File: src/mpb_defines.svh
// Constants for the master-port pin and boot-select block.
`ifndef MPB_DEFINES_SVH
`define MPB_DEFINES_SVH

// ****************************************************************
// Pin indices within the six-pin pad vectors, and the strap bit of the seven-bit synchroniser bank.
// ****************************************************************
`define MPB_PIN_COUNT 6
`define MPB_PIN_GPIO_LINE_0 0
`define MPB_PIN_GPIO_LINE_1 1
`define MPB_PIN_GPIO_LINE_2 2
`define MPB_PIN_GPIO_LINE_3 3
`define MPB_PIN_GPIO_LINE_24 4
`define MPB_PIN_GPIO_LINE_25 5
`define MPB_STRAP_BIT 6

// ****************************************************************
// Encodings and reset values.
// ****************************************************************
`define MPB_MODE_CODE_GPIO 2'h0
`define MPB_MODE_CODE_SPI 2'h1
`define MPB_MODE_CODE_I2C 2'h2
`define MPB_FUNC_RESET 6'h00
`define MPB_PULLUP_RESET 6'h3F
`define MPB_MULT_RESET 2'h0
`define MPB_SYNC_IDLE 7'h7F

// ****************************************************************
// Timing counts in clk cycles.
// ****************************************************************
`define MPB_REF_HALF_CYCLES 8'h10
`define MPB_BOOT_SETTLE_CYCLES 3'h4

`endif

File: src/mpb_pkg.sv
// Types shared by the master-port pin and boot-select modules.
package mpb_pkg;

  // Effective function of the shared master pins.
  typedef enum logic [2:0] {
    MPB_MODE_GPIO = 3'b001,
    MPB_MODE_SPI = 3'b010,
    MPB_MODE_I2C = 3'b100
  } mpb_mode_t;

  // Boot sequencer states.
  typedef enum logic [2:0] {
    MPB_BOOT_SETTLE = 3'b001,
    MPB_BOOT_RUN = 3'b010,
    MPB_BOOT_IDLE = 3'b100
  } mpb_boot_t;

endpackage

File: src/mpb_sync_if.sv
// Interface carrying raw pin levels into the synchroniser and settled levels back.
`timescale 1ns/1ps
interface mpb_sync_if #(
  parameter int WIDTH = 7
);
  logic [WIDTH-1:0] raw;
  logic [WIDTH-1:0] stable;

  modport sync_side (input raw, output stable);
  modport user (output raw, input stable);
endinterface

File: src/mpb_master_pins.sv
// Pin function selection, master clock output and self-boot protocol select for the master ports.
`timescale 1ns/1ps
`include "mpb_defines.svh"
module mpb_master_pins #(
  parameter logic [7:0] REF_HALF_CYCLES = `MPB_REF_HALF_CYCLES,
  parameter logic [2:0] BOOT_SETTLE_CYCLES = `MPB_BOOT_SETTLE_CYCLES
) (
  input wire logic clk,
  input wire logic resetn,
  // Configuration write port.
  input wire logic cfg_write,
  input wire logic [1:0] cfg_master_mode,
  input wire logic [5:0] cfg_func_sel,
  input wire logic [5:0] cfg_pullup_en,
  input wire logic [1:0] cfg_clk_mult,
  // Internal master engines.
  input wire logic spi_xfer_active,
  input wire logic spi_mosi_data,
  input wire logic spi_sclk,
  input wire logic i2c1_scl_low,
  input wire logic i2c1_sda_low,
  input wire logic i2c2_scl_low,
  input wire logic i2c2_sda_low,
  // General-purpose line controls.
  input wire logic [5:0] gpio_out,
  input wire logic [5:0] gpio_oe,
  // Boot loader handshake.
  input wire logic boot_done,
  // Pads.
  input wire logic boot_from_memory_strap,
  input wire logic [5:0] pad_in,
  output logic [5:0] pad_out,
  output logic [5:0] pad_oe,
  output logic [5:0] pad_pullup_en,
  output logic master_clock_output,
  // Status toward the core.
  output logic [5:0] line_state,
  output logic boot_start,
  output logic boot_active,
  output logic boot_use_i2c,
  output logic [2:0] mode_state
);

  // ****************************************************************
  // Input synchronisation.
  // ****************************************************************
  mpb_sync_if #(.WIDTH(7)) sif ();

  // The strap and the six pads share one synchroniser bank.
  assign sif.raw = {boot_from_memory_strap, pad_in};

  mpb_pin_sync #(
    .WIDTH(7),
    .IDLE(`MPB_SYNC_IDLE)
  ) u_sync (
    .clk(clk),
    .resetn(resetn),
    .port(sif.sync_side)
  );

  wire [5:0] pin_now = sif.stable[5:0];
  wire strap_now = sif.stable[`MPB_STRAP_BIT];

  // ****************************************************************
  // Configuration registers.
  // ****************************************************************
  mpb_pkg::mpb_mode_t mode_reg;
  mpb_pkg::mpb_mode_t mode_dec;
  logic [5:0] func_reg;
  logic [5:0] pullup_reg;
  logic [1:0] mult_reg;

  // Illegal mode codes fall back to general-purpose use.
  assign mode_dec = (cfg_master_mode == `MPB_MODE_CODE_SPI) ? mpb_pkg::MPB_MODE_SPI :
                    (cfg_master_mode == `MPB_MODE_CODE_I2C) ? mpb_pkg::MPB_MODE_I2C :
                    mpb_pkg::MPB_MODE_GPIO;

  // Software settings are held until the next write or reset.
  always_ff @(posedge clk) begin
    if (!resetn) begin
      mode_reg <= mpb_pkg::MPB_MODE_GPIO;
      func_reg <= `MPB_FUNC_RESET;
      pullup_reg <= `MPB_PULLUP_RESET;
      mult_reg <= `MPB_MULT_RESET;
    end else if (cfg_write) begin
      mode_reg <= mode_dec;
      func_reg <= cfg_func_sel;
      pullup_reg <= cfg_pullup_en;
      mult_reg <= cfg_clk_mult;
    end
  end

  // ****************************************************************
  // Self-boot sequencer.
  // ****************************************************************
  mpb_pkg::mpb_boot_t boot_state_reg;
  mpb_pkg::mpb_boot_t boot_state_next;
  logic [2:0] settle_cnt_reg;
  logic use_i2c_reg;
  logic boot_start_reg;

  // The synchroniser bank holds its idle level through reset, so the settled strap and slave-select levels
  // only show the real pins one edge after the filter first takes them; sampling earlier would read idle ones.
  wire settle_done = (settle_cnt_reg == BOOT_SETTLE_CYCLES);
  wire boot_sampling = (boot_state_reg == mpb_pkg::MPB_BOOT_SETTLE);
  wire boot_take = boot_sampling && settle_done;
  wire boot_go = boot_take && strap_now;
  wire boot_running = (boot_state_reg == mpb_pkg::MPB_BOOT_RUN);

  // Next boot state.
  always_comb begin
    boot_state_next = boot_state_reg;
    unique case (boot_state_reg)
      mpb_pkg::MPB_BOOT_SETTLE: begin
        if (boot_take) begin
          boot_state_next = strap_now ? mpb_pkg::MPB_BOOT_RUN : mpb_pkg::MPB_BOOT_IDLE;
        end
      end
      mpb_pkg::MPB_BOOT_RUN: begin
        if (boot_done) begin
          boot_state_next = mpb_pkg::MPB_BOOT_IDLE;
        end
      end
      mpb_pkg::MPB_BOOT_IDLE: begin
        boot_state_next = mpb_pkg::MPB_BOOT_IDLE;
      end
    endcase
  end

  // Sampling happens once per reset release, on the settled pin levels.
  always_ff @(posedge clk) begin
    if (!resetn) begin
      boot_state_reg <= mpb_pkg::MPB_BOOT_SETTLE;
      settle_cnt_reg <= 3'h0;
      use_i2c_reg <= 1'b0;
      boot_start_reg <= 1'b0;
    end else begin
      boot_state_reg <= boot_state_next;
      boot_start_reg <= boot_go;
      if (boot_sampling && !settle_done) begin
        settle_cnt_reg <= settle_cnt_reg + 3'h1;
      end
      if (boot_go) begin
        use_i2c_reg <= ~pin_now[`MPB_PIN_GPIO_LINE_0];
      end
    end
  end

  // ****************************************************************
  // Effective mode and per-pin master selection.
  // ****************************************************************
  // While booting the loader owns the first master port in the sampled protocol.
  wire [2:0] boot_mode = use_i2c_reg ? mpb_pkg::MPB_MODE_I2C : mpb_pkg::MPB_MODE_SPI;
  wire [2:0] mode_eff = boot_running ? boot_mode : mode_reg;
  wire is_spi = (mode_eff == mpb_pkg::MPB_MODE_SPI);
  wire is_i2c = (mode_eff == mpb_pkg::MPB_MODE_I2C);
  wire [3:0] port1_master = func_reg[3:0] | {4{boot_running}};
  wire [3:0] m_spi = port1_master & {4{is_spi}};
  wire [3:0] m_i2c = port1_master & {4{is_i2c}};
  wire [3:0] port1_gpio = ~(m_spi | m_i2c);
  // The second I2C port only runs when software selects it; booting never uses it.
  wire [1:0] port2_gpio = ~(func_reg[5:4] & {2{mode_reg == mpb_pkg::MPB_MODE_I2C}});

  // ****************************************************************
  // Pad drive selection.
  // ****************************************************************
  wire [5:0] out_next;
  wire [5:0] oe_next;

  // Slave select is low for the whole transaction and high between transactions.
  assign out_next[0] = port1_gpio[0] ? gpio_out[0] : ~spi_xfer_active;
  assign oe_next[0] = port1_gpio[0] ? gpio_oe[0] : m_spi[0];

  // Serial data out to the slaves.
  assign out_next[1] = port1_gpio[1] ? gpio_out[1] : spi_mosi_data;
  assign oe_next[1] = port1_gpio[1] ? gpio_oe[1] : m_spi[1];

  // SPI clock push-pull, or first I2C clock pulled low only.
  assign out_next[2] = port1_gpio[2] ? gpio_out[2] : (m_spi[2] & spi_sclk);
  assign oe_next[2] = port1_gpio[2] ? gpio_oe[2] : (m_spi[2] | i2c1_scl_low);

  // SPI data in is never driven; first I2C data is open drain.
  assign out_next[3] = port1_gpio[3] ? gpio_out[3] : 1'b0;
  assign oe_next[3] = port1_gpio[3] ? gpio_oe[3] : (m_i2c[3] & i2c1_sda_low);

  // Second I2C port clock and data, both open drain.
  assign out_next[4] = port2_gpio[0] ? gpio_out[4] : 1'b0;
  assign oe_next[4] = port2_gpio[0] ? gpio_oe[4] : i2c2_scl_low;
  assign out_next[5] = port2_gpio[1] ? gpio_out[5] : 1'b0;
  assign oe_next[5] = port2_gpio[1] ? gpio_oe[5] : i2c2_sda_low;

  // The slave-select pull-up stays on while the boot protocol is being sampled.
  wire [5:0] pullup_next = pullup_reg | {5'h00, boot_sampling};

  // ****************************************************************
  // Master clock output divider.
  // ****************************************************************
  logic [7:0] clk_cnt_reg;
  logic mclk_reg;

  // Half period shrinks by a power of two for each multiplier step.
  wire [7:0] half_cycles = REF_HALF_CYCLES >> mult_reg;
  wire half_done = (clk_cnt_reg >= half_cycles - 8'h01);

  // Toggling at the end of every half period gives the selected multiple.
  always_ff @(posedge clk) begin
    if (!resetn) begin
      clk_cnt_reg <= 8'h00;
      mclk_reg <= 1'b0;
    end else if (half_done) begin
      clk_cnt_reg <= 8'h00;
      mclk_reg <= ~mclk_reg;
    end else begin
      clk_cnt_reg <= clk_cnt_reg + 8'h01;
    end
  end

  // ****************************************************************
  // Output registers.
  // ****************************************************************
  logic [5:0] pad_out_reg;
  logic [5:0] pad_oe_reg;
  logic [5:0] pad_pullup_reg;
  logic [5:0] line_state_reg;
  logic [2:0] mode_state_reg;

  // Every pad and status output except boot_active, which is decoded from the boot state register, leaves from a flip-flop.
  always_ff @(posedge clk) begin
    if (!resetn) begin
      pad_out_reg <= 6'h00;
      pad_oe_reg <= 6'h00;
      pad_pullup_reg <= `MPB_PULLUP_RESET;
      line_state_reg <= 6'h3F;
      mode_state_reg <= mpb_pkg::MPB_MODE_GPIO;
    end else begin
      pad_out_reg <= out_next;
      pad_oe_reg <= oe_next;
      pad_pullup_reg <= pullup_next;
      line_state_reg <= pin_now;
      mode_state_reg <= mode_eff;
    end
  end

  assign pad_out = pad_out_reg;
  assign pad_oe = pad_oe_reg;
  assign pad_pullup_en = pad_pullup_reg;
  assign master_clock_output = mclk_reg;
  assign line_state = line_state_reg;
  assign boot_start = boot_start_reg;
  assign boot_active = boot_running;
  assign boot_use_i2c = use_i2c_reg;
  assign mode_state = mode_state_reg;

endmodule

File: src/mpb_pin_sync.sv
// Three-stage synchroniser bank for pin inputs with a two-stage agreement filter.
`timescale 1ns/1ps
module mpb_pin_sync #(
  parameter int WIDTH = 7,
  parameter logic [WIDTH-1:0] IDLE = '1
) (
  input wire logic clk,
  input wire logic resetn,
  mpb_sync_if.sync_side port
);

  // ****************************************************************
  // One synchroniser per pin.
  // ****************************************************************
  genvar i;
  generate
    for (i = 0; i < WIDTH; i = i + 1) begin : g_bit
      logic s1_reg;
      logic s2_reg;
      logic s3_reg;
      logic stable_reg;
      wire agree = (s2_reg == s3_reg);

      // The first stage feeds only the second; a change counts once stages two and three agree.
      always_ff @(posedge clk) begin
        if (!resetn) begin
          s1_reg <= IDLE[i];
          s2_reg <= IDLE[i];
          s3_reg <= IDLE[i];
          stable_reg <= IDLE[i];
        end else begin
          s1_reg <= port.raw[i];
          s2_reg <= s1_reg;
          s3_reg <= s2_reg;
          if (agree) begin
            stable_reg <= s3_reg;
          end
        end
      end

      assign port.stable[i] = stable_reg;
    end
  endgenerate

endmodule

File: config.mk
export PLATFORM = sky130hd
export DESIGN_NAME = mpb_master_pins
export DESIGN_NICKNAME = d
export VERILOG_FILES = /design/src/mpb_pkg.sv /design/src/mpb_sync_if.sv /design/src/mpb_master_pins.sv /design/src/mpb_pin_sync.sv
export VERILOG_INCLUDE_DIRS = /design/src /design/src/src
export SDC_FILE = /design/constraint.sdc
export NUM_CORES = 1
export LEC_CHECK = 0
export BUFFER_PORTS_ARGS = -buffer_cell sky130_fd_sc_hd__buf_2
export CAP_MARGIN = 20
export CORE_MARGIN = 1
export CORE_UTILIZATION = 45
export DETAILED_ROUTE_END_ITERATION = 7
export PLACE_DENSITY_LB_ADDON = 0.2
export SYNTH_ARGS = -nofsm -noshare
export SYNTH_HDL_FRONTEND = slang
export SYNTH_SLANG_ARGS = --single-unit
File: constraint.sdc
create_clock -name clk -period 2.2 [get_ports clk]
set_clock_uncertainty 0.05 [all_clocks]
set_input_delay 0.22 -clock clk [delete_from_list [all_inputs] [get_ports clk]]
set_output_delay 0.22 -clock clk [all_outputs]
set_load 0.05 [all_outputs]
==> results of run 1 <==
final cells by class:
| type | count | share of cell area |
|---|---|---|
| Tap cell | 77 | 0.0252 |
| Sequential cell | 89 | 0.467 |
| Timing Repair Buffer | 86 | 0.123 |
| Multi-Input combinational cell | 190 | 0.322 |
| Inverter | 9 | 0.0102 |
| Clock inverter | 7 | 0.0203 |
| Clock buffer | 9 | 0.0325 |
routing by layer:
layer	share of wire	up-vias	wire length, um	global-route usage
li1	-	1172	-	-
met1	0.48	991	2670	0.217
met2	0.44	65	2450	0.254
met3	0.055	7	304	0.0438
met4	0.016	0	86	0.0832
met5	0	-	0	0
worst paths after layout:
path	cells after the start	from	endpoint	slack (ns)
hold reg to reg	1	u_sync.g_bit[4].s1_reg	u_sync.g_bit[4].s2_reg	0.36
setup reg to reg	5	mult_reg[1]	clk_cnt_reg[2]	0.32
hold / removal	2	gpio_out[3]	pad_out[3]	0.03
setup / recovery	5	mult_reg[1]	clk_cnt_reg[2]	0.32
power breakdown:
part	internal [uW]	switching, uW	total, uW
sequential	1720	64.6	1790
combinational	217	345	562
clock	537	587	1120
stage by stage:
stage / cell area [sq um] / hold slack, ns / worst slack [ns]
after floorplan: 3100 / 0.271 / 0.401
after global placement: 3550 / 0.339 / 0.372
after detailed placement: 3550 / 0.341 / 0.342
after CTS: 3820 / 0.0127 / 0.305
after global routing: 3820 / 0.0121 / 0.223
final: 3820 / 0.0275 / 0.316
synthesized netlist by cell type, types with 2 or more instances:
| library cell | n | area [sq um] |
|---|---|---|
| inv_1 | 8 | 30.0 |
| o21ai_0 | 10 | 50.1 |
| ha_1 | 8 | 100 |
| buf_2 | 3 | 15.0 |
| and2_1 | 6 | 37.5 |
| a32o_1 | 2 | 20.0 |
| a211oi_1 | 3 | 22.5 |
| nor3b_1 | 2 | 15.0 |
| nand3_1 | 8 | 40.0 |
| or4_4 | 2 | 22.5 |
| xor2_1 | 4 | 35.0 |
| mux2i_1 | 21 | 210 |
| nand2b_1 | 34 | 213 |
| a21oi_1 | 12 | 60.1 |
| nand2_1 | 21 | 78.8 |
| nor2_1 | 27 | 101 |
| xnor2_1 | 2 | 17.5 |
| dfxtp_1 | 89 | 1780 |
| clkbuf_1 | 9 | 33.8 |
| a22oi_1 | 2 | 15.0 |
| and3_1 | 3 | 18.8 |
| a31oi_1 | 2 | 12.5 |
| o21bai_1 | 3 | 22.5 |
cells in the final DEF (no fill, tap or decap), types with 4 or more instances in the layout:
master         count
ha_1               8
dfxtp_1           89
buf_2             76
nand2b_1          34
buf_4              4
nand3_1            8
nor2_1            27
clkbuf_8           9
and2_1             6
xor2_1             4
o21ai_0           10
mux2i_1           21
inv_1              8
nand2_1           21
dlygate4sd3_1      6
a21oi_1           12
cells by family after synthesis:
group | after synthesis | share of synthesized area
buffers and inverters | 21 | 0.0284
other | 1 | 0.00121
AO/OA/AOI/OAI | 40 | 0.0826
AND/OR/NAND/NOR | 112 | 0.194
adder cells (fa/ha/maj) | 8 | 0.0324
multiplexers | 21 | 0.0680
flip-flops | 89 | 0.577
XOR/XNOR | 6 | 0.0170
==> results by group, run 1 <==
Run status
  • Status: finished with violations
  • Violated checks: design-rule violations

Setup path
  • Top cell by count, worst path: or4_4
  • Critical Path RT: 2.43 ns
  • Critical-path cell list: or2_2 > ha_1 > or4_4 > or4_4 > nor2_1
  • WP data arrival: between 2 and 2.5 ns
  • Crit-path leading delay family: simple AND/OR/NAND/NOR gates
  • Worst path max stage delay: 0.45 ns
  • Worst Setup Start Kind: flop
  • Cell at the slowest stage of the critical path: or4_4
  • CP bufs+invs: 0
  • Critical path endpoint category: flop
  • CP Class: reg -> reg
  • Worst-path fanout max: 4

Final layout
  • Util after Layout: 0.588
  • Final #Nets: 439
  • Register Area: 1780 sq um
  • Share of layout cells above drive strength 1: 0.262
  • Largest register FFs: 8
  • Area Overhead vs Synth: 23.5%
  • Ant diodes: 0
  • Area of the multi-input gates: 1230 sq um
  • Final Non-Filler Cells: 467
  • Fill cell count: 565

Placement
  • Port-buffer cells: 76
  • GPL Wtd Cong: between 0.7 and 0.8
  • Detailed Place HPWL: 3.85 mm
  • DP Cell Count: 445

Route
  • DRT iter0 DRCs: roughly 130
  • Vias: between 2000 and 2500
  • Total routed wirelength: 5.51 mm
  • Drt first pass iters: 7
  • DRC Markers: 10
  • Vias/cell: around 4.8
  • WL/cell: 11.8 um
  • Antenna Violating Nets Remaining: 0

Global route
  • First-pass GRT wire length: 9.16 mm
  • GR Overflow Total: 0
  • GRT Resource Usage Total: 0.165
  • Largest net degree at the start of global routing: 31
  • Initial antenna violation count: 0
  • Vias in the first global route: between 2000 and 2500

Die
  • Top Ports: 77
  • Chip width: 84.9 um
  • Starting Density: 0.476
  • Cell row count: 29
  • Chip height: 84.9 um
  • Die ar.: 7200 sq um
  • Core ar.: 6490 sq um

Yosys
  • Syn. warnings: 0
  • Synth Flop Type: dfxtp_1
  • Synthesized flop and latch total: 89
  • EDFF count, synth: 0
  • Mapped Cells: 298
  • Seq/Total Area, Yosys: 0.577
  • Synth cell types: 40
  • Area of the mapped netlist: between 3000 and 4000 sq um
  • Async SR Flop Fraction: 0
  • Avg Cell Area, Syn: 10.4 sq um

CTS
  • Root buffer selected by CTS: clkbuf_8
  • CTS sink count: 89
  • Postcts setup bufs: 0
  • H-Tree Level Count: 3
  • Worst-skew pair later-pin latency: 0.35 ns
  • Cts-stage hold buffer count: 6
  • CTS tree: built
  • CTS buffer count: 9
  • Clock Path Buffers: 2
  • Post-CTS sizing: 0
  • Worst-path clk slew: 0.08 ns

Timing
  • Worst slew pin tran: around 0.53 ns
  • Period utilization: 0.856
  • # setup viols final: 0
  • Unrepaired setup endpoints after global routing: no
  • Final Hold Vio Count: 0
  • Setup TNS: 0 ns
  • Tmin final: 1.88 ns
  • Max-slew violation count: 0
  • Rel. slew slack: 0.648
  • Fmax achieved: 531 MHz

Power and ir drop
  • Leak: 0.00173 uW
  • Worst VDD drop: 0.416 mV
  • Power Total: 3470 uW
  • Power Density: 910 nW/um^2

Min path
  • HP Class: in -> reg

Run
  • Max-cap violations: 0
Power figures use the tool's default switching activity.
==> inputs of run 2 (changes only) <==
Settings changed: SYNTH_HIERARCHICAL set to 1.
==> run 2 against run 1 <==
The flow now finishes without violations. Synthesized area is 3.5% higher. Largest power group unchanged. Utilization is 1.9 points lower. Highest routed layer unchanged. Non-clock buffer count down 1.
==> results by group, run 2 <==
Timing
  • Max-slew violation count: 0 (unchanged)
  • Period utilization: 0.928 (+0.0722)
  • # setup viols final: 0 (unchanged)
  • Rel. slew slack: 0.558 (-0.0899)
  • Unrepaired setup endpoints after global routing: no
  • Hold WS: 0.0140 ns (-0.0135 ns)
  • Final Hold Vio Count: 0 (unchanged)
  • Worst slew pin tran: 0.662 ns (+0.135 ns)
  • Fmax achieved: 490 MHz (-7.8%)
  • Post-route setup slack: 0.157 ns (-0.159 ns)
  • Tmin final: 2.04 ns (+0.159 ns)
  • Setup TNS: 0 ns (unchanged)

Yosys
  • Synth Flop Type: dfxtp_1
  • Area leader, netlist: dfxtp_1
  • EDFF count, synth: 0 (unchanged)
  • Most common cell in the netlist: dfxtp_1
  • Area of the mapped netlist: 3200 sq um (+3.5%)
  • Synthesized flop and latch total: 89 (unchanged)
  • Avg Cell Area, Syn: 10.2 sq um (-1.2%)
  • Async SR Flop Fraction: 0 (unchanged)
  • Share of the synthesized area in the top cell type: 0.557 (-0.0194)
  • Top post-synthesis cells by count: dfxtp_1 (89), nand2_1 (30), nand2b_1 (26)
  • Syn. warnings: 6 (+6)
  • Synth area leaders: dfxtp_1 (56%), mux2i_1 (6.3%), nand2b_1 (5.1%)
  • Synth cell types: 39 (-2.5%)
  • Seq/Total Area, Yosys: 0.557 (-0.0194)
  • Mapped Cells: 312 (+4.7%)

Power and ir drop
  • Leak: 0.00172 uW (-0.71%)
  • Worst VDD drop: 0.489 mV (+18%)
  • Power Density: 905 nW/um^2 (-0.57%)

Route
  • Total routed wirelength: 5.73 mm (+4.0%)
  • Vias: 2299 (+2.9%)
  • Antenna Violating Nets Remaining: 0 (unchanged)
  • DRC Markers: 0 (-10)
  • WL/cell: 11.7 um (-1.1%)
  • Drt first pass iters: 4 (-3)
  • Vias/cell: 4.68 (-2.2%)
  • DRT iter0 DRCs: 80 (-36%)

Global route
  • First-pass GRT wire length: 9.29 mm (+1.4%)
  • GRT Resource Usage Total: 0.160 (-0.00554)
  • Largest net degree at the start of global routing: 37 (+19%)
  • GR Overflow Total: 0 (unchanged)
  • Initial antenna violation count: 0 (unchanged)
  • Vias in the first global route: 2111 (+3.8%)

Setup path
  • Cell at the slowest stage of the critical path: or3b_2
  • Worst Setup Start Kind: flop
  • Worst-path fanout max: 9 (+5)
  • CP bufs+invs: 2 (+2)
  • WP data arrival: 1.77 ns (-0.35 ns)
  • Critical-path cell list: or3b_2 > clkinv_1 > buf_2
  • Critical Path RT: 1.93 ns (-0.50 ns)
  • Critical path endpoint category: primary output
  • CP Class: reg -> out
  • Worst path max stage delay: 0.56 ns (+0.11 ns)
  • Crit-path leading delay family: simple AND/OR/NAND/NOR gates

Die
  • Chip width: 86.3 um (+1.7%)
  • Top Ports: 77 (unchanged)
  • Die ar.: 7450 sq um (+3.4%)
  • Chip height: 86.3 um (+1.7%)
  • Cell row count: 30 (+3.4%)
  • Starting Density: 0.468 (-0.00768)
  • Core ar.: 6830 sq um (+5.2%)

Placement
  • Post-DP Area: 3620 sq um (+1.8%)
  • Place WS: 0.261 ns (-0.0813 ns)
  • GPL Wtd Cong: 0.821 (+13%)
  • Detailed Place HPWL: 4.07 mm (+5.7%)
  • Port-buffer cells: 76 (unchanged)

CTS
  • Worst-skew pair later-pin latency: 0.34 ns (about the same)
  • Cts-stage hold buffer count: 6 (unchanged)
  • Root buffer selected by CTS: clkbuf_8
  • Clock Path Buffers: 2 (unchanged)
  • CTS tree: built
  • Postcts setup bufs: 0 (unchanged)
  • Worst-path clk slew: 0.08 ns (about the same)
  • CTS buffer count: 9 (unchanged)
  • Post-CTS sizing: 0 (unchanged)
  • H-Tree Level Count: 3 (unchanged)
  • CTS sink count: 89 (unchanged)

Final layout
  • Fill cell count: 638 (+13%)
  • Util after Layout: 0.568 (-0.0191)
  • Share of layout cells above drive strength 1: 0.256 (-0.00584)
  • Final #Nets: 444 (+1.1%)
  • Layout Cell Area excl Fill: 3880 sq um (+1.8%)
  • Commonest non-fill, non-tap cell in the layout: dfxtp_1
  • Largest register FFs: 8 (unchanged)
  • Area Overhead vs Synth: 21.5%
  • Register Area: 1780 sq um (unchanged)
  • Ant diodes: 0 (unchanged)
  • Area of the multi-input gates: 1300 sq um (+5.6%)
  • Most frequent cells in the layout: dfxtp_1 (89), buf_2 (76), nand2_1 (30)

Run status
  • Status: completed

Min path
  • HP Class: in -> reg

Run
  • Max-cap violations: 0 (unchanged)
## run 2: cell count changes in the layout (fill, tap and decap cells not counted), sizes merged, moves of 4 or more
cell    before  now
nor2        27   15
nor2b        1   12
nand2       21   30
nand2b      34   26
or2b         0    8
inv         11    5
a21boi       0    4
a21oi       12   16
## run 2: stage by stage
stage,std cells,power [uW]
2_1_floorplan,314,2280
3_3_place_gp,469,2410
3_5_place_dp,469,2430
4_1_cts,491,3570
5_1_grt,491,3710
6_report,491,3520
## run 2: power breakdown
group          internal, uW  leakage (uW)  switching, uW
Sequential             1730      0.000733           75.4
Combinational           233      0.000890            356
Clock                   562     0.0000962            561
## run 2: final timing paths
check	from	endpoint	slack, ns	depth (start not counted)
worst max-delay path	boot_state_reg[1]	boot_active	0.16	3
worst min-delay path	pad_in[1]	u_sync/g_bit[1].s1_reg	0.01	2
worst max register to register	mult_reg[0]	clk_cnt_reg[2]	0.26	5
worst min register to register	u_sync/g_bit[6].s1_reg	u_sync/g_bit[6].s2_reg	0.36	1
## run 2: logic make-up (layout without fill, tap and decap cells)
logic type,Yosys count,count (layout),share of synthesized area
compound gates,41,41,0.0798
xor+xnor,6,6,0.0164
fa+ha+maj,8,8,0.0313
buf+inv,25,106,0.0395
flops,89,89,0.557
mux,20,20,0.0626
other cells,1,3,0.00117
simple gates,122,122,0.212
## run 2: metal layers
| metal | vias up | GRT usage | wire length [um] |
|---|---|---|---|
| met4 | 0 | 0.0591 | 84 |
| met1 | 1067 | 0.190 | 2670 |
| met3 | 8 | 0.0524 | 258 |
| met5 | - | 0 | 0 |
| li1 | 1175 | - | - |
| met2 | 49 | 0.270 | 2710 |
## run 2: final cells by class
class | instances | area share
Multi-Input combinational cell | 200 | 0.334
Clock inverter | 5 | 0.0161
Tap cell | 96 | 0.0309
Inverter | 5 | 0.00483
Clock buffer | 11 | 0.0364
Sequential cell | 89 | 0.459
Timing Repair Buffer | 85 | 0.119
==> inputs of run 3 (changes only) <==
Settings changed: CTS_BUF_LIST set to sky130_fd_sc_hd__clkbuf_8, GPL_ROUTABILITY_DRIVEN set to 0.
==> run 3 against run 2 <==
Via count unchanged. Routed wire length stayed put. Non-clock buffer count unchanged. Hold slack about the same. First-iteration DRC count unchanged. Utilization unchanged. Setup slack is the same. Power is 0.12% lower. Design area did not move. Critical path depth is the same.
==> results by group, run 3 (synthesis results as in run 2) <==
Run status
  • Status: completed

Timing
  • Max-slew violation count: 0 (unchanged)
  • Unrepaired setup endpoints after global routing: no
  • Worst slew pin tran: 0.662 ns (unchanged)
  • Final Hold Vio Count: 0 (unchanged)
  • Period utilization: 0.928 (unchanged)
  • Tmin final: 2.04 ns (unchanged)
  • # setup viols final: 0 (unchanged)
  • Fmax achieved: 490 MHz (unchanged)
  • Setup TNS: 0 ns (unchanged)
  • Rel. slew slack: 0.558 (unchanged)

Final layout
  • Commonest non-fill, non-tap cell in the layout: dfxtp_1
  • Share of layout cells above drive strength 1: 0.256 (unchanged)
  • Area Overhead vs Synth: 21.5% (unchanged)
  • Fill cell count: 638 (unchanged)
  • Register Area: 1780 sq um (unchanged)
  • Most frequent cells in the layout: dfxtp_1 (89), buf_2 (76), nand2_1 (30)
  • Final #Nets: 444 (unchanged)
  • Ant diodes: 0 (unchanged)
  • Largest register FFs: 8 (unchanged)
  • Area of the multi-input gates: 1300 sq um (unchanged)

Route
  • Met2 WL: 2.71 mm (unchanged)
  • Vias: 2299 (unchanged)
  • DRT iter0 DRCs: 80 (unchanged)
  • Top sig layer: met4
  • Antenna Violating Nets Remaining: 0 (unchanged)
  • Drt first pass iters: 4 (unchanged)
  • WL/cell: 11.7 um (unchanged)
  • Vias/cell: 4.68 (unchanged)
  • Total routed wirelength: 5.73 mm (unchanged)
  • Met3 WL: 258 um (unchanged)
  • Met1 WL: 2.67 mm (unchanged)
  • DRC Markers: 0 (unchanged)

Die
  • Core ar.: 6830 sq um (unchanged)
  • Die ar.: 7450 sq um (unchanged)
  • Starting Density: 0.468 (unchanged)
  • Chip width: 86.3 um (unchanged)
  • Chip height: 86.3 um (unchanged)
  • Cell row count: 30 (unchanged)
  • Top Ports: 77 (unchanged)

Power and ir drop
  • Power Density: 904 nW/um^2 (-0.12%)
  • Worst VDD drop: 0.479 mV (-2.2%)
  • Leak: 0.00172 uW (+0.24%)
  • Power Total: 3510 uW (-0.12%)

Min path
  • HP Class: in -> reg
  • Hold_sp: pad_in[1]

Setup path
  • Worst Setup SP: boot_state_reg[1]
  • Worst path max stage delay: 0.56 ns (about the same)
  • CP bufs+invs: 2 (unchanged)
  • Reg2Reg Setup Slack: 0.26 ns (about the same)
  • Cell at the slowest stage of the critical path: or3b_2
  • Worst-path fanout max: 9 (unchanged)
  • CP Class: reg -> out
  • Critical path endpoint category: primary output
  • Critical Path RT: 1.93 ns (about the same)
  • Crit-path leading delay family: simple AND/OR/NAND/NOR gates
  • Critical-path cell list: or3b_2 > clkinv_1 > buf_2
  • Launching point of the worst reg2reg path: mult_reg[0]
  • Worst Setup Start Kind: flop
  • WP data arrival: 1.77 ns (about the same)

Global route
  • GRT Resource Usage Total: 0.160 (unchanged)
  • GR Overflow Total: 0 (unchanged)
  • Initial antenna violation count: 0 (unchanged)
  • Largest net degree at the start of global routing: 37 (unchanged)
  • Vias in the first global route: 2111 (unchanged)
  • First-pass GRT wire length: 9.29 mm (unchanged)

CTS
  • Worst-skew pair later-pin latency: 0.34 ns (about the same)
  • Clock Path Buffers: 2 (unchanged)
  • Worst-path clk slew: 0.08 ns (about the same)
  • CTS sink count: 89 (unchanged)
  • Root buffer selected by CTS: clkbuf_8
  • CTS tree: built
  • CTS buffer count: 9 (unchanged)
  • H-Tree Level Count: 3 (unchanged)

Placement
  • Port-buffer cells: 76 (unchanged)
  • Detailed Place HPWL: 4.07 mm (unchanged)

Run
  • Max-cap violations: 0 (unchanged)
-- run 3: cell types whose count changed in the layout (fill, tap and decap cells not counted) --
| cell | change |
|---|---|
| clkbuf_1 | -1 |
| inv_1 | +1 |
-- run 3: worst paths after layout --
check,cells after the start,end
worst min-delay path,2,u_sync/g_bit[1].s1_reg
worst max register to register,5,clk_cnt_reg[2]
worst max-delay path,3,boot_active
worst min register to register,1,u_sync/g_bit[6].s2_reg
-- run 3: repair_timing --
item                      4_1_cts  5_1_grt
hold buffers                    6        0
hold endpoints to repair        6        0
setup buffers                   0        0
resized for setup               0        0
-- run 3: cell type report --
class,instances,share of cell area
clock buffers,10,0.0354
clock inverters,6,0.0171
inverters,5,0.00483
multi-input cells,200,0.334
flip-flops and latches,89,0.459
well taps,96,0.0309
repair buffers,85,0.119
-- run 3: metal layers --
layer,vias up,track usage
li1,1175,-
met1,1067,0.190
met2,49,0.270
met3,8,0.0524
met4,0,0.0591
met5,-,0
-- run 3: report_power, final --
group          internal (uW)  total [uW]  switching (uW)
logic                    233         588             356
registers               1730        1800            75.4
clock network            558        1120             561
total                   2520        3510             992
-- run 3: through the flow --
stage	std cells	hold WS [ns]	setup slack, ns	util	area (sq um)
after detailed placement	469	0.342	0.261	0.530	3620
after global placement	469	0.338	0.297	0.530	3620
after CTS	491	0.00478	0.137	0.568	3880
after floorplan	314	0.266	0.333	-	3200
after global routing	491	0.00231	0.0485	0.568	3880
final	491	0.0137	0.157	0.568	3880
